===== config.mk =====
export PLATFORM = sky130hd
export DESIGN_NAME = eiep_top
export DESIGN_NICKNAME = d
export VERILOG_FILES = /design/src/design/eiep_pkg.sv /design/src/design/eiep_top.sv
export VERILOG_INCLUDE_DIRS = /design/src /design/src/design
export SDC_FILE = /design/constraint.sdc
export NUM_CORES = 1
export LEC_CHECK = 0
export BUFFER_PORTS_ARGS = -buffer_cell sky130_fd_sc_hd__buf_2
export CAP_MARGIN = 20
export CORE_MARGIN = 2
export CORE_UTILIZATION = 46
export CTS_CLUSTER_SIZE = 40
export DETAILED_ROUTE_END_ITERATION = 12
export GPL_TIMING_DRIVEN = 0
export PLACE_DENSITY = 0.79
export SYNTH_ARGS = -nofsm -noshare
export SYNTH_HDL_FRONTEND = slang
export SYNTH_SLANG_ARGS = --single-unit

===== constraint.sdc =====
create_clock -name clk -period 2.85 [get_ports clk]
set_clock_uncertainty 0.2 [all_clocks]
set_input_delay 0.57 -clock clk [delete_from_list [all_inputs] [get_ports clk]]
set_output_delay 0.57 -clock clk [all_outputs]
set_load 0.02 [all_outputs]

===== src/design/eiep_consts.svh =====
/*
 Constants of the extended interrupt enable and priority block: register
 indices, field positions, reset values and the source count.
 Assumes inclusion by the top module and the bench only.
*/
// Functional notes
// RULE1: Second extended enable register resets to all zeros, masking its sources.
// RULE2: First extended priority register resets to all zeros, all low priority.
// RULE3: Enable bit 7 passes or blocks the oscillator-valid interrupt.
// RULE4: Enable bit 6 passes or blocks the second serial port interrupt.
// RULE5: Enable bit 5 passes or blocks external pin seven interrupt.
// RULE6: Enable bit 4 passes or blocks external pin six interrupt.
// RULE7: Enable bit 3 passes or blocks second converter end-of-conversion interrupt.
// RULE8: Enable bit 0 passes or blocks the timer three overflow interrupt.
// RULE9: Priority bits 7..4 set comparator rise and fall interrupt levels.
// RULE10: Priority bit 3 sets the counter array interrupt level.
// RULE11: Priority bit 2 sets the converter window-compare interrupt level.
// RULE12: Priority bit 1 sets the two-wire bus interrupt level.
// RULE13: Priority bit 0 sets the serial peripheral interrupt level.
// RULE14: High level preempts low level service; fixed order breaks ties.
`ifndef EIEP_CONSTS_SVH
`define EIEP_CONSTS_SVH

`define EIEP_EN2_IDX        8'he7
`define EIEP_PRIO1_IDX      8'hf6
`define EIEP_EN2_RST        8'h00
`define EIEP_PRIO1_RST      8'h00

`define EIEP_OSC_VALID_BIT  7
`define EIEP_UART2_BIT      6
`define EIEP_PIN7_BIT       5
`define EIEP_PIN6_BIT       4
`define EIEP_CONV_B_BIT     3
`define EIEP_TIMER4_BIT     2
`define EIEP_CONV_A_BIT     1
`define EIEP_TIMER3_BIT     0

`define EIEP_CMP_B_RISE_BIT 7
`define EIEP_CMP_B_FALL_BIT 6
`define EIEP_CMP_A_RISE_BIT 5
`define EIEP_CMP_A_FALL_BIT 4
`define EIEP_PCA_BIT        3
`define EIEP_WINDOW_BIT     2
`define EIEP_TWO_WIRE_BIT   1
`define EIEP_SPI_BIT        0

`define EIEP_NUM_SRC        16

`endif


===== src/design/eiep_pkg.sv =====
/*
 Types of the extended interrupt enable and priority block.
 Assumes nothing beyond a SystemVerilog compiler.
*/
package eiep_pkg;

	typedef struct packed {
		logic [7:0] maskedReq;
		logic [7:0] maskedLvl;
		logic [7:0] leveledReq;
		logic [7:0] leveledEn;
	} eiep_src_s;

	typedef struct packed {
		logic       req;
		logic       high;
		logic [3:0] id;
	} eiep_offer_s;

	typedef struct packed {
		logic [7:0]  enable;
		logic [7:0]  prio;
		logic        waitReq;
		logic [31:0] rdata;
		logic [7:0]  gated;
		eiep_offer_s offer;
		logic        svcLow;
		logic        svcHigh;
	} eiep_state_s;

endpackage


===== src/design/eiep_top.sv =====
/*
 Extended interrupt enable and priority block: two registers on an
 Avalon-MM slave, request gating and a two-level arbiter offering one
 interrupt at a time to the processor's interrupt sequencer.
 Assumes request flags and sequencer strobes synchronous to clk.
*/
`timescale 1ns/1ps
`include "eiep_consts.svh"

module eiep_top (
	input  wire logic                 clk,
	input  wire logic                 rstn,
	input  wire logic [9:0]           address,
	input  wire logic                 read,
	input  wire logic                 write,
	input  wire logic [3:0]           byteenable,
	input  wire logic [31:0]          writedata,
	output logic      [31:0]          readdata,
	output logic                      waitrequest,
	input  wire eiep_pkg::eiep_src_s  src,
	input  wire logic                 seqAck,
	input  wire logic                 seqReturn,
	output logic      [7:0]           gatedReq,
	output eiep_pkg::eiep_offer_s     offer
);
	import eiep_pkg::*;

	eiep_state_s st;
	eiep_state_s next_st;

	logic [15:0] pend;
	logic [15:0] lvl;
	logic [15:0] pendHigh;
	logic [15:0] pendLow;
	logic        hitEn;
	logic        hitPrio;
	logic        busReq;

	// Lowest index wins; used for both levels
	function automatic logic [3:0] firstIdx(input logic [15:0] v);
		logic [3:0] r;
		r = 4'h0;
		for (int i = 15; i >= 0; i--) begin
			if (v[i]) begin
				r = 4'(i);
			end
		end
		return r;
	endfunction

	// Gated sources sit at 8..15, leveled sources at 0..7
	always_comb begin
		pend     = {src.maskedReq & st.enable, src.leveledReq & src.leveledEn}; // [RULE3] [RULE8]
		lvl      = {src.maskedLvl, st.prio}; // [RULE9] [RULE10] [RULE11] [RULE12] [RULE13]
		pendHigh = pend & lvl;
		pendLow  = pend & ~lvl;
		busReq   = read | write;
		hitEn    = address == {`EIEP_EN2_IDX, 2'b00};
		hitPrio  = address == {`EIEP_PRIO1_IDX, 2'b00};
	end

	always_comb begin
		next_st = st;
		// One wait cycle, then a single ready cycle per request
		next_st.waitReq = !(busReq && st.waitReq);
		next_st.rdata   = 32'h0;
		if (read && st.waitReq) begin
			if (hitEn) begin
				next_st.rdata = {24'h0, st.enable};
			end else if (hitPrio) begin
				next_st.rdata = {24'h0, st.prio};
			end
		end
		// Unmapped writes are dropped, unmapped reads give zero
		if (write && !st.waitReq && byteenable[0]) begin
			if (hitEn) begin
				next_st.enable = writedata[7:0];
			end
			if (hitPrio) begin
				next_st.prio = writedata[7:0];
			end
		end

		next_st.gated = src.maskedReq & st.enable; // [RULE4] [RULE5] [RULE6] [RULE7]

		// Return from service closes the deepest open level first
		if (seqReturn) begin
			if (st.svcHigh) begin
				next_st.svcHigh = 1'b0;
			end else begin
				next_st.svcLow = 1'b0;
			end
		end

		next_st.offer = '0;
		if (seqAck && st.offer.req) begin
			// Gap cycle after a take avoids offering the same source twice
			if (st.offer.high) begin
				next_st.svcHigh = 1'b1;
			end else begin
				next_st.svcLow = 1'b1;
			end
		end else if (|pendHigh && !st.svcHigh) begin
			next_st.offer.req  = 1'b1; // [RULE14]
			next_st.offer.high = 1'b1;
			next_st.offer.id   = firstIdx(pendHigh);
		end else if (|pendLow && !st.svcHigh && !st.svcLow) begin
			next_st.offer.req  = 1'b1;
			next_st.offer.high = 1'b0;
			next_st.offer.id   = firstIdx(pendLow); // [RULE14]
		end
	end

	always_ff @(posedge clk or negedge rstn) begin
		if (!rstn) begin
			st         <= '0;
			st.enable  <= `EIEP_EN2_RST; // [RULE1]
			st.prio    <= `EIEP_PRIO1_RST; // [RULE2]
			st.waitReq <= 1'b1;
		end else begin
			st <= next_st;
		end
	end

	assign readdata    = st.rdata;
	assign waitrequest = st.waitReq;
	assign gatedReq    = st.gated;
	assign offer       = st.offer;

	a_enable_reset_zero: assert property ( // [RULE1]
		@(posedge clk) !rstn |-> st.enable == 8'h00
	) else $error("Enable register not cleared by reset");

	a_prio_reset_zero: assert property ( // [RULE2]
		@(posedge clk) !rstn |-> st.prio == 8'h00
	) else $error("Priority register not cleared by reset");

	a_osc_valid_gate: assert property ( // [RULE3]
		@(posedge clk) disable iff (!rstn)
		(src.maskedReq[`EIEP_OSC_VALID_BIT] && !st.enable[`EIEP_OSC_VALID_BIT])
		|=> !gatedReq[`EIEP_OSC_VALID_BIT]
	) else $error("Masked oscillator-valid request passed");

	a_uart_two_gate: assert property ( // [RULE4]
		@(posedge clk) disable iff (!rstn)
		(src.maskedReq[`EIEP_UART2_BIT] && st.enable[`EIEP_UART2_BIT])
		|=> gatedReq[`EIEP_UART2_BIT]
	) else $error("Enabled second serial port request lost");

	a_pin_seven_gate: assert property ( // [RULE5]
		@(posedge clk) disable iff (!rstn)
		gatedReq[`EIEP_PIN7_BIT]
		|-> $past(src.maskedReq[`EIEP_PIN7_BIT] && st.enable[`EIEP_PIN7_BIT])
	) else $error("Pin seven request passed without cause");

	a_pin_six_gate: assert property ( // [RULE6]
		@(posedge clk) disable iff (!rstn)
		gatedReq[`EIEP_PIN6_BIT]
		|-> $past(src.maskedReq[`EIEP_PIN6_BIT] && st.enable[`EIEP_PIN6_BIT])
	) else $error("Pin six request passed without cause");

	a_conv_b_gate: assert property ( // [RULE7]
		@(posedge clk) disable iff (!rstn)
		(src.maskedReq[`EIEP_CONV_B_BIT] && st.enable[`EIEP_CONV_B_BIT])
		|=> gatedReq[`EIEP_CONV_B_BIT]
	) else $error("Enabled conversion request lost");

	a_timer_three_gate: assert property ( // [RULE8]
		@(posedge clk) disable iff (!rstn)
		(src.maskedReq[`EIEP_TIMER3_BIT] && !st.enable[`EIEP_TIMER3_BIT])
		|=> !gatedReq[`EIEP_TIMER3_BIT]
	) else $error("Masked timer three request passed");

	a_cmp_level_high: assert property ( // [RULE9]
		@(posedge clk) disable iff (!rstn)
		(offer.req && offer.id >= 4'h4 && offer.id <= 4'h7)
		|-> offer.high == |(($past(st.prio) >> offer.id[2:0]) & 8'h01)
	) else $error("Comparator interrupt offered at wrong level");

	a_pca_level: assert property ( // [RULE10]
		@(posedge clk) disable iff (!rstn)
		(offer.req && offer.id == 4'h3) |-> offer.high == $past(st.prio[`EIEP_PCA_BIT])
	) else $error("Counter array interrupt offered at wrong level");

	a_window_level: assert property ( // [RULE11]
		@(posedge clk) disable iff (!rstn)
		(offer.req && offer.id == 4'h2) |-> offer.high == $past(st.prio[`EIEP_WINDOW_BIT])
	) else $error("Window interrupt offered at wrong level");

	a_two_wire_level: assert property ( // [RULE12]
		@(posedge clk) disable iff (!rstn)
		(offer.req && offer.id == 4'h1) |-> offer.high == $past(st.prio[`EIEP_TWO_WIRE_BIT])
	) else $error("Two-wire bus interrupt offered at wrong level");

	a_spi_level: assert property ( // [RULE13]
		@(posedge clk) disable iff (!rstn)
		(offer.req && offer.id == 4'h0) |-> offer.high == $past(st.prio[`EIEP_SPI_BIT])
	) else $error("Serial peripheral interrupt offered at wrong level");

	a_high_preempts: assert property ( // [RULE14]
		@(posedge clk) disable iff (!rstn)
		(|pendHigh && st.svcLow && !st.svcHigh && !seqAck && !seqReturn)
		|=> offer.req && offer.high
	) else $error("High level request did not preempt low service");

	a_low_blocked: assert property ( // [RULE14]
		@(posedge clk) disable iff (!rstn)
		st.svcHigh |=> !(offer.req && !offer.high)
	) else $error("Low level offered during high service");

	a_fixed_order: assert property ( // [RULE14]
		@(posedge clk) disable iff (!rstn)
		(pendHigh[0] && !st.svcHigh && !(seqAck && offer.req))
		|=> offer.req && offer.id == 4'h0
	) else $error("Fixed order not kept among high requests");

	a_bus_answer: assert property (
		@(posedge clk) disable iff (!rstn)
		((read || write) && waitrequest) |=> !waitrequest ##1 waitrequest
	) else $error("Bus answer not one cycle after request");

	a_osc_valid_pass: assert property ( // [RULE3]
		@(posedge clk) disable iff (!rstn)
		(src.maskedReq[`EIEP_OSC_VALID_BIT] && st.enable[`EIEP_OSC_VALID_BIT])
		|=> gatedReq[`EIEP_OSC_VALID_BIT]
	) else $error("Enabled oscillator-valid request lost");

	a_uart_two_block: assert property ( // [RULE4]
		@(posedge clk) disable iff (!rstn)
		(src.maskedReq[`EIEP_UART2_BIT] && !st.enable[`EIEP_UART2_BIT])
		|=> !gatedReq[`EIEP_UART2_BIT]
	) else $error("Masked second serial port request passed");

	a_pin_seven_block: assert property ( // [RULE5]
		@(posedge clk) disable iff (!rstn)
		(src.maskedReq[`EIEP_PIN7_BIT] && !st.enable[`EIEP_PIN7_BIT])
		|=> !gatedReq[`EIEP_PIN7_BIT]
	) else $error("Masked pin seven request passed");

	a_pin_six_block: assert property ( // [RULE6]
		@(posedge clk) disable iff (!rstn)
		(src.maskedReq[`EIEP_PIN6_BIT] && !st.enable[`EIEP_PIN6_BIT])
		|=> !gatedReq[`EIEP_PIN6_BIT]
	) else $error("Masked pin six request passed");

	a_conv_b_block: assert property ( // [RULE7]
		@(posedge clk) disable iff (!rstn)
		(src.maskedReq[`EIEP_CONV_B_BIT] && !st.enable[`EIEP_CONV_B_BIT])
		|=> !gatedReq[`EIEP_CONV_B_BIT]
	) else $error("Masked conversion request passed");

	a_timer_three_pass: assert property ( // [RULE8]
		@(posedge clk) disable iff (!rstn)
		(src.maskedReq[`EIEP_TIMER3_BIT] && st.enable[`EIEP_TIMER3_BIT])
		|=> gatedReq[`EIEP_TIMER3_BIT]
	) else $error("Enabled timer three request lost");

	a_enable_write: assert property (
		@(posedge clk) disable iff (!rstn)
		(write && !waitrequest && byteenable[0] && hitEn) |=> st.enable == $past(writedata[7:0])
	) else $error("Enable register write lost");

	a_prio_write: assert property (
		@(posedge clk) disable iff (!rstn)
		(write && !waitrequest && byteenable[0] && hitPrio) |=> st.prio == $past(writedata[7:0])
	) else $error("Priority register write lost");

	a_write_ignored: assert property (
		@(posedge clk) disable iff (!rstn)
		(write && !waitrequest && !byteenable[0]) |=> $stable(st.enable) && $stable(st.prio)
	) else $error("Write without low byte lane changed a register");

	a_read_enable: assert property (
		@(posedge clk) disable iff (!rstn)
		(read && waitrequest && hitEn) |=> readdata == {24'h000000, $past(st.enable)}
	) else $error("Enable register read wrong");

	a_read_prio: assert property (
		@(posedge clk) disable iff (!rstn)
		(read && waitrequest && hitPrio) |=> readdata == {24'h000000, $past(st.prio)}
	) else $error("Priority register read wrong");

	a_take_gap: assert property ( // [RULE14]
		@(posedge clk) disable iff (!rstn)
		(seqAck && offer.req) |=> !offer.req
	) else $error("Offer not withdrawn after a take");

	a_high_service_quiet: assert property ( // [RULE14]
		@(posedge clk) disable iff (!rstn)
		st.svcHigh |=> !offer.req
	) else $error("Interrupt offered during high service");

	a_return_high_first: assert property ( // [RULE14]
		@(posedge clk) disable iff (!rstn)
		(seqReturn && st.svcHigh) |=> !st.svcHigh && st.svcLow == $past(st.svcLow)
	) else $error("Return did not close high service first");

	a_offer_pending: assert property ( // [RULE14]
		@(posedge clk) disable iff (!rstn)
		offer.req |-> |($past(pend) & (16'h0001 << offer.id))
	) else $error("Offered interrupt was not pending");

endmodule // eiep_top


== Yosys cells after proc, flatten, opt, wreduce, memory -nomap -nowiden ==
Index checks and enable logic that the tools add are counted.

* Register bits after elaboration: 65
* Input port bits: 84
* Logic and storage cells: 77

* Equality and inequality tests: 2
* Mux-type cells: 43
* Bitwise gates (word level): 6
* Reductions and logical operators: 16

{| class="wikitable"
|+ Operators with widths
! kind !! number
|-
| $mux W4 || 32
|-
| $and A16 B16 Y16 || 2
|-
| $mux W32 || 1
|-
| $reduce_or A16 Y1 || 2
|-
| $eq A10 B10 Y1 const B || 2
|-
| $mux W6 || 3
|-
| $and A8 B8 Y8 || 2
|-
| $mux W8 || 2
|-
| $not A16 Y16 || 1
|-
| $logic_and A1 B1 Y1 || 8
|-
| $logic_not A1 Y1 || 4
|-
| $mux W2 || 2
|-
| $reduce_and A2 Y1 || 2
|-
| $mux W1 || 3
|-
| $or A1 B1 Y1 || 1
|}

== Depth between registers and ports, before layout ==
Gate-level depths: netlist of the first run.

* Depth after elaboration: 21
* Gate-level depth with buffers: 6

== Worst setup path before layout of the first run ==
No wires, ideal clock.

* Path kind: input -> register
* From: input port address[5]
* To: register st, in the netlist lvl[0]
* Setup time: 0.125 ns
* Data arrival time: 2.253 ns
* Data required time: 2.525 ns
* Setup slack: 0.272 ns
* Stages: 6
* Cell sequence: nand4b_1 > or4_4 > nor3b_4 > and4b_1 > buf_6 > mux2_2

* Word-level cells in the longest chain between the ends: 2

{| class="wikitable"
|+ Ends and longest elaborated chain
! element !! line !! source
|-
| start, declared || eiep_top.sv:13 || <nowiki>input wire logic [9:0] address,</nowiki>
|-
| $eq A10 B10 Y1 || eiep_top.sv:59 || <nowiki>hitPrio = address == {`EIEP_PRIO1_IDX, 2'b00};</nowiki>
|-
| $reduce_and A2 Y1 (no source line) || - ||
|-
| end signal, assigned || eiep_top.sv:121 || <nowiki>st <= next_st;</nowiki>
|-
| end, declared || eiep_top.sv:28 || <nowiki>eiep_state_s st;</nowiki>
|}

Every way passes these cells.
A chain may end at the register's enable or synchronous reset.

== Worst setup path after layout of the first run ==
* From: input port address[5]
* To: register st, in the netlist lvl[3]

Same word-level chain as after synthesis.

==> results of run 1 <==
power by group through the flow:
stage | logic (mW) | clock network (mW) | registers, mW
after floorplan | 0.136 | 0 | 0.623
after detailed placement | 0.225 | 0 | 0.624
after global placement | 0.223 | 0 | 0.623
after global routing | 0.246 | 0.582 | 0.616
after CTS | 0.226 | 0.562 | 0.613
final | 0.225 | 0.549 | 0.613
layout make-up:
class | count | area (um2) | area share [%]
Multi-Input combinational cell | 180 | 1180 | 36.7
Sequential cell | 41 | 1030 | 31.9
Timing Repair Buffer | 79 | 395 | 12.3
Buffer | 48 | 368 | 11.4
Tap cell | 70 | 87.6 | 2.72
Clock buffer | 5 | 68.8 | 2.14
Clock inverter | 3 | 65.1 | 2.02
Inverter | 7 | 26.3 | 0.816
kinds of logic (layout without fill, tap and decap cells):
logic type      Yosys count  after routing  synth area share [%]
mux                      16             16                  7.16
simple gates            100            100                  24.7
buf+inv                  55            142                  15.7
compound gates           40             40                  11.4
other cells               1             24                 0.149
flops                    41             41                  40.8
worst max-delay path: stages:
cell,delay (ns)
buf_2,0.09
nand4b_1,0.15
or4_4,0.53
nor3b_4,0.43
and4b_1,0.27
buf_6,0.14
mux2_2,0.34
state kept, by name, summed over array words and instances (netlist names):
signal	count
lvl	8
gatedReq	8
waitrequest	1
st	10
offer	6
readdata	8
routing by layer:
| metal | track usage (%) | routed length (um) | up-vias |
|---|---|---|---|
| li1 | - | - | 1069 |
| met1 | 25.7 | 2590 | 993 |
| met2 | 33.6 | 2770 | 87 |
| met3 | 4.30 | 426 | 5 |
| met4 | 4.21 | 36 | 0 |
| met5 | 0 | 0 | - |
per-stage QoR:
stage	cells	util [%]	setup TNS [ns]
finish	433	61.8	0
global route	433	61.8	0
detailed placement	425	59.3	-0.0297
CTS	433	61.8	0
floorplan	276	-	0
global placement	425	59.3	0
placed cells by master, fill, tap and decap left out, types with 4 or more instances in the layout:
master    instances
mux2_2           16
nor2_1           19
a21oi_1           4
nand3b_1          9
clkbuf_8          5
dfrtp_1          40
nand2_1          10
nand2b_1          6
inv_1             7
o21ai_0           8
a22oi_1           8
nand3_1          15
nand4_1           6
buf_2            79
conb_1           24
buf_4            46
and3b_1           8
and2_1            8
worst max path at each step:
| stage | start | to | slack (ns) | cells after the start |
|---|---|---|---|---|
| 2_1_floorplan | address[5] | lvl[0] | 0.27 | 6 |
| 3_3_place_gp | address[5] | lvl[1] | 0.007 | 7 |
| 3_5_place_dp | address[5] | lvl[3] | -0.01 | 7 |
| 4_1_cts | address[5] | lvl[3] | 0.30 | 7 |
| 5_1_grt | address[5] | st[57] | 0.21 | 7 |
| 6_report | address[5] | lvl[3] | 0.31 | 7 |
==> results.json, run 1 <==
{
  "drtIter0Drc": 89,
  "final_hold_viol_count": 0,
  "min_period_ns": 2.54,
  "reg2reg_from": "st[61]",
  "pwr_density_cell_mw_per_mm2": 431,
  "relSlewSlack_pct": 41.2,
  "async_flop_share_pct": 100,
  "max_freq_ghz": 0.393,
  "coreArea_mm2": 0.00520,
  "ys_seq_elements": 41,
  "worst_pin_slew_ns": 0.881,
  "ir_worst_vdd_mv": 0.234,
  "die_w_um": 77.9,
  "wirelength_mm": 5.82,
  "dr.pass1.iters": 4,
  "die_area_mm2": 0.00607,
  "final_cell_area_mm2": 0.00322,
  "antenna_found_initial": 0,
  "detail_route.wl_per_cell_um": 13.5,
  "ff2ff_setup_slack_ns": 0.47,
  "synth.top_cell.area_share_pct": 39.8,
  "grt_pass1_wl_mm": 9.41,
  "synth_top_cells_by_area": "dfrtp_1, buf_4, mux2_2",
  "placed_cell_area_mm2": 0.00308,
  "port_buffers": 79,
  "seqPwrFrac_pct": 44.2,
  "clockBufferDepth": 2,
  "ant_nets": 0,
  "crit_type": "primary input to register",
  "holdWs_ns": 0.199,
  "worstPathMaxFanout": 9,
  "netSwitchingFraction_pct": 24.5,
  "gp_congestion": 0.879,
  "switching_power_mw": 0.340,
  "drive_above_1_share_pct": 43.3,
  "vias": 2154,
  "die_height_um": 77.9,
  "r2r_end": "offer[0]",
  "synth-seq-area-share_pct": 40.8,
  "area_delta_synth_final_pct": 28.0,
  "crit_path_end_kind": "register",
  "grt_max_degree": 42,
  "clkPwrFrac_pct": 39.6,
  "hpwl_mm": 4.74,
  "power.internal_mw": 1.05,
  "postCtsHoldBufs": 0,
  "synth_cell_types": 42,
  "max_cap_viol_count": 0,
  "clock_latency_ns": 0.29,
  "start_util_pct": 48.3,
  "post_cts_buffers": 0,
  "arrival_ns": 2.52,
  "diodes": 0,
  "io_pins": 131,
  "cts_tree": "done",
  "vias_per_cell": 4.97,
  "synthCells": 253,
  "start_kind": "primary input",
  "synth_edf_count": 0,
  "drcViolationCount": 0,
  "cts-root-buf": "clkbuf_8",
  "worstPathRequired_ns": 2.83,
  "grt_pass1_vias": 2029,
  "synth_area_mm2": 0.00251,
  "post-synth-top-count-cell": "buf_4",
  "total_power_mw": 1.39,
  "pre_cts_slack_ns": -0.0139,
  "p_leak_nw": 1.78,
  "fin_crit_sh_pct": 89.3,
  "avgSynthCellArea_um2": 9.94,
  "grt_usage_pct": 19.7,
  "synthTopCellsByCount": "buf_4, dfrtp_1, nor2_1",
  "ys.flop_type": "dfrtp_1",
  "htreeDepth": 2,
  "finalSetupViolations": 0,
  "grt_overflow": 0,
  "post_cts_resized": 0,
  "nets": 446,
  "clk_pin_slew_ns": 0.08,
  "hp-class": "primary input to async pin",
  "setup_slack_ns": 0.305,
  "cts.sinks": 41,
  "slew_viol_final": 0,
  "cts_buffers": 5,
  "fp-row-count": 26,
  "yosys_warnings": 0,
  "fillers": 486,
  "combPwrFrac_pct": 16.2,
  "grt_setup_unrepaired": "no",
  "reg2reg_depth": 5,
  "status": "completed",
  "yosysTopAreaCell": "dfrtp_1"
}
Power figures use the tool's default switching activity.
==> inputs of run 2 (changes only) <==
- REMOVE_ABC_BUFFERS: unset -> 1
==> results.json, run 2 (synthesis gave the netlist of run 1 again) <==
{
  "start_util_pct": 48.3,
  "grt_pass1_vias": 1972,
  "vias": 2069,
  "post_cts_buffers": 0,
  "worstPathMaxFanout": 9,
  "max_cap_viol_count": 0,
  "fp-row-count": 26,
  "ir_worst_vdd_mv": 0.296,
  "finalSetupViolations": 0,
  "crit_path_end_kind": "register",
  "postCtsHoldBufs": 0,
  "die_w_um": 77.9,
  "die_area_mm2": 0.00607,
  "placed_cell_area_mm2": 0.00272,
  "multi_input_area_mm2": 0.00118,
  "status": "completed",
  "startpoint": "address[5]",
  "clockBufferDepth": 2,
  "worstPathRequired_ns": 2.83,
  "switching_power_mw": 0.337,
  "drtIter0Drc": 147,
  "area_delta_synth_final_pct": 13.4,
  "seqPwrFrac_pct": 45.4,
  "largest_reg_flops": 10,
  "worst_pin_slew_ns": 0.883,
  "fillers": 494,
  "gp_congestion": 0.908,
  "die_height_um": 77.9,
  "reg2reg_from": "lvl[1]",
  "hp-class": "primary input to async pin",
  "final_hold_viol_count": 0,
  "max_freq_ghz": 0.369,
  "holdWs_ns": 0.196,
  "grt_pass1_wl_mm": 9.43,
  "crit_type": "primary input to register",
  "dr.pass1.iters": 4,
  "final_cell_area_mm2": 0.00285,
  "fin_util_pct": 54.8,
  "io_pins": 131,
  "min_period_ns": 2.71,
  "vias_per_cell": 5.37,
  "grt_setup_unrepaired": "no",
  "coreArea_mm2": 0.00520,
  "hpwl_mm": 4.55,
  "pwr_density_cell_mw_per_mm2": 473,
  "cts-root-buf": "clkbuf_8",
  "clkPwrFrac_pct": 40.8,
  "start_kind": "primary input",
  "antenna_found_initial": 0,
  "slew_viol_final": 0,
  "combPwrFrac_pct": 13.8,
  "ff_latch_area_mm2": 0.00103,
  "htreeDepth": 2,
  "cts.sinks": 41,
  "port_buffers": 79,
  "layout_common_cells": "buf_2, dfrtp_1, conb_1",
  "clock_latency_ns": 0.29,
  "detail_route.wl_per_cell_um": 15.1,
  "ff2ff_setup_slack_ns": 0.46,
  "power.internal_mw": 1.01,
  "cts_buffers": 5,
  "netSwitchingFraction_pct": 25.0,
  "cts_tree": "done",
  "fin_crit_sh_pct": 95.0,
  "drcViolationCount": 0,
  "nets": 398,
  "grt_usage_pct": 19.8,
  "top_register": "st",
  "relSlewSlack_pct": 41.1,
  "drive_above_1_share_pct": 34.9,
  "diodes": 0,
  "arrival_ns": 2.69,
  "grt_max_degree": 42,
  "p_leak_nw": 1.51,
  "grt_overflow": 0,
  "ant_nets": 0,
  "clk_pin_slew_ns": 0.08,
  "wirelength_mm": 5.80,
  "final_common_cell": "buf_2"
}
## run 2: cell types whose count changed in the layout (fill, tap and decap cells not counted)
cell     delta
and4b_2     +1
buf_4      -46
and4b_1     -1
buf_6       -2
## run 2: path summary, 6_finish.rpt
| check | depth (start not counted) | to |
|---|---|---|
| max | 6 | st[61] |
| min | 1 | gatedReq[6] |
| max reg2reg | 5 | offer[2] |
| min reg2reg | 1 | waitrequest |
| max in group asynchronous | 1 | lvl[0] |
| min in group clk | 2 | waitrequest |
## run 2: cell type report
class / count / share of cell area [%]
inverter: 7 / 0.921
timing repair buffer: 79 / 13.9
sequential: 41 / 36.0
clock inverter: 3 / 2.28
multi-input combinational: 180 / 41.4
tap: 70 / 3.07
clock buffer: 5 / 2.41
## run 2: power by group through the flow
stage / Sequential, mW / Clock (mW) / Combinational, mW
after floorplan: 0.638 / 0 / 0.0805
after global placement: 0.623 / 0 / 0.182
after detailed placement: 0.623 / 0 / 0.185
after CTS: 0.612 / 0.562 / 0.185
after global routing: 0.615 / 0.590 / 0.205
final: 0.612 / 0.551 / 0.186
## run 2: per-layer routing
metal	track usage (%)	vias to the layer above	routed length, um
met1	25.7	984	2390
li1	-	975	-
met5	0	-	0
met3	4.30	9	477
met4	4.74	0	79
met2	34.0	101	2850
## run 2: through the flow
step                      worst slack [ns]  TNS, ns  instances  power, mW
final                                0.141        0        385       1.35
after global placement              -0.143    -2.12        377      0.805
after global routing                0.0156        0        385       1.41
after floorplan                      0.199        0        228      0.719
after CTS                            0.134        0        385       1.36
after detailed placement            -0.187    -2.71        377      0.808
## run 2: repair_timing
| action | 4_1_cts | 5_1_grt |
|---|---|---|
| setup endpoints to repair | 0 | 1 |
| hold endpoints to repair | 0 | 0 |
| gates resized for setup | 0 | 1 |
## run 2: worst max-delay path, cell delays in order
cell and delay [ns]:
buf_2 0.09, nand4b_1 0.16, or4_4 0.53, nor3b_4 0.41, and4b_1 0.54, mux2_2 0.39
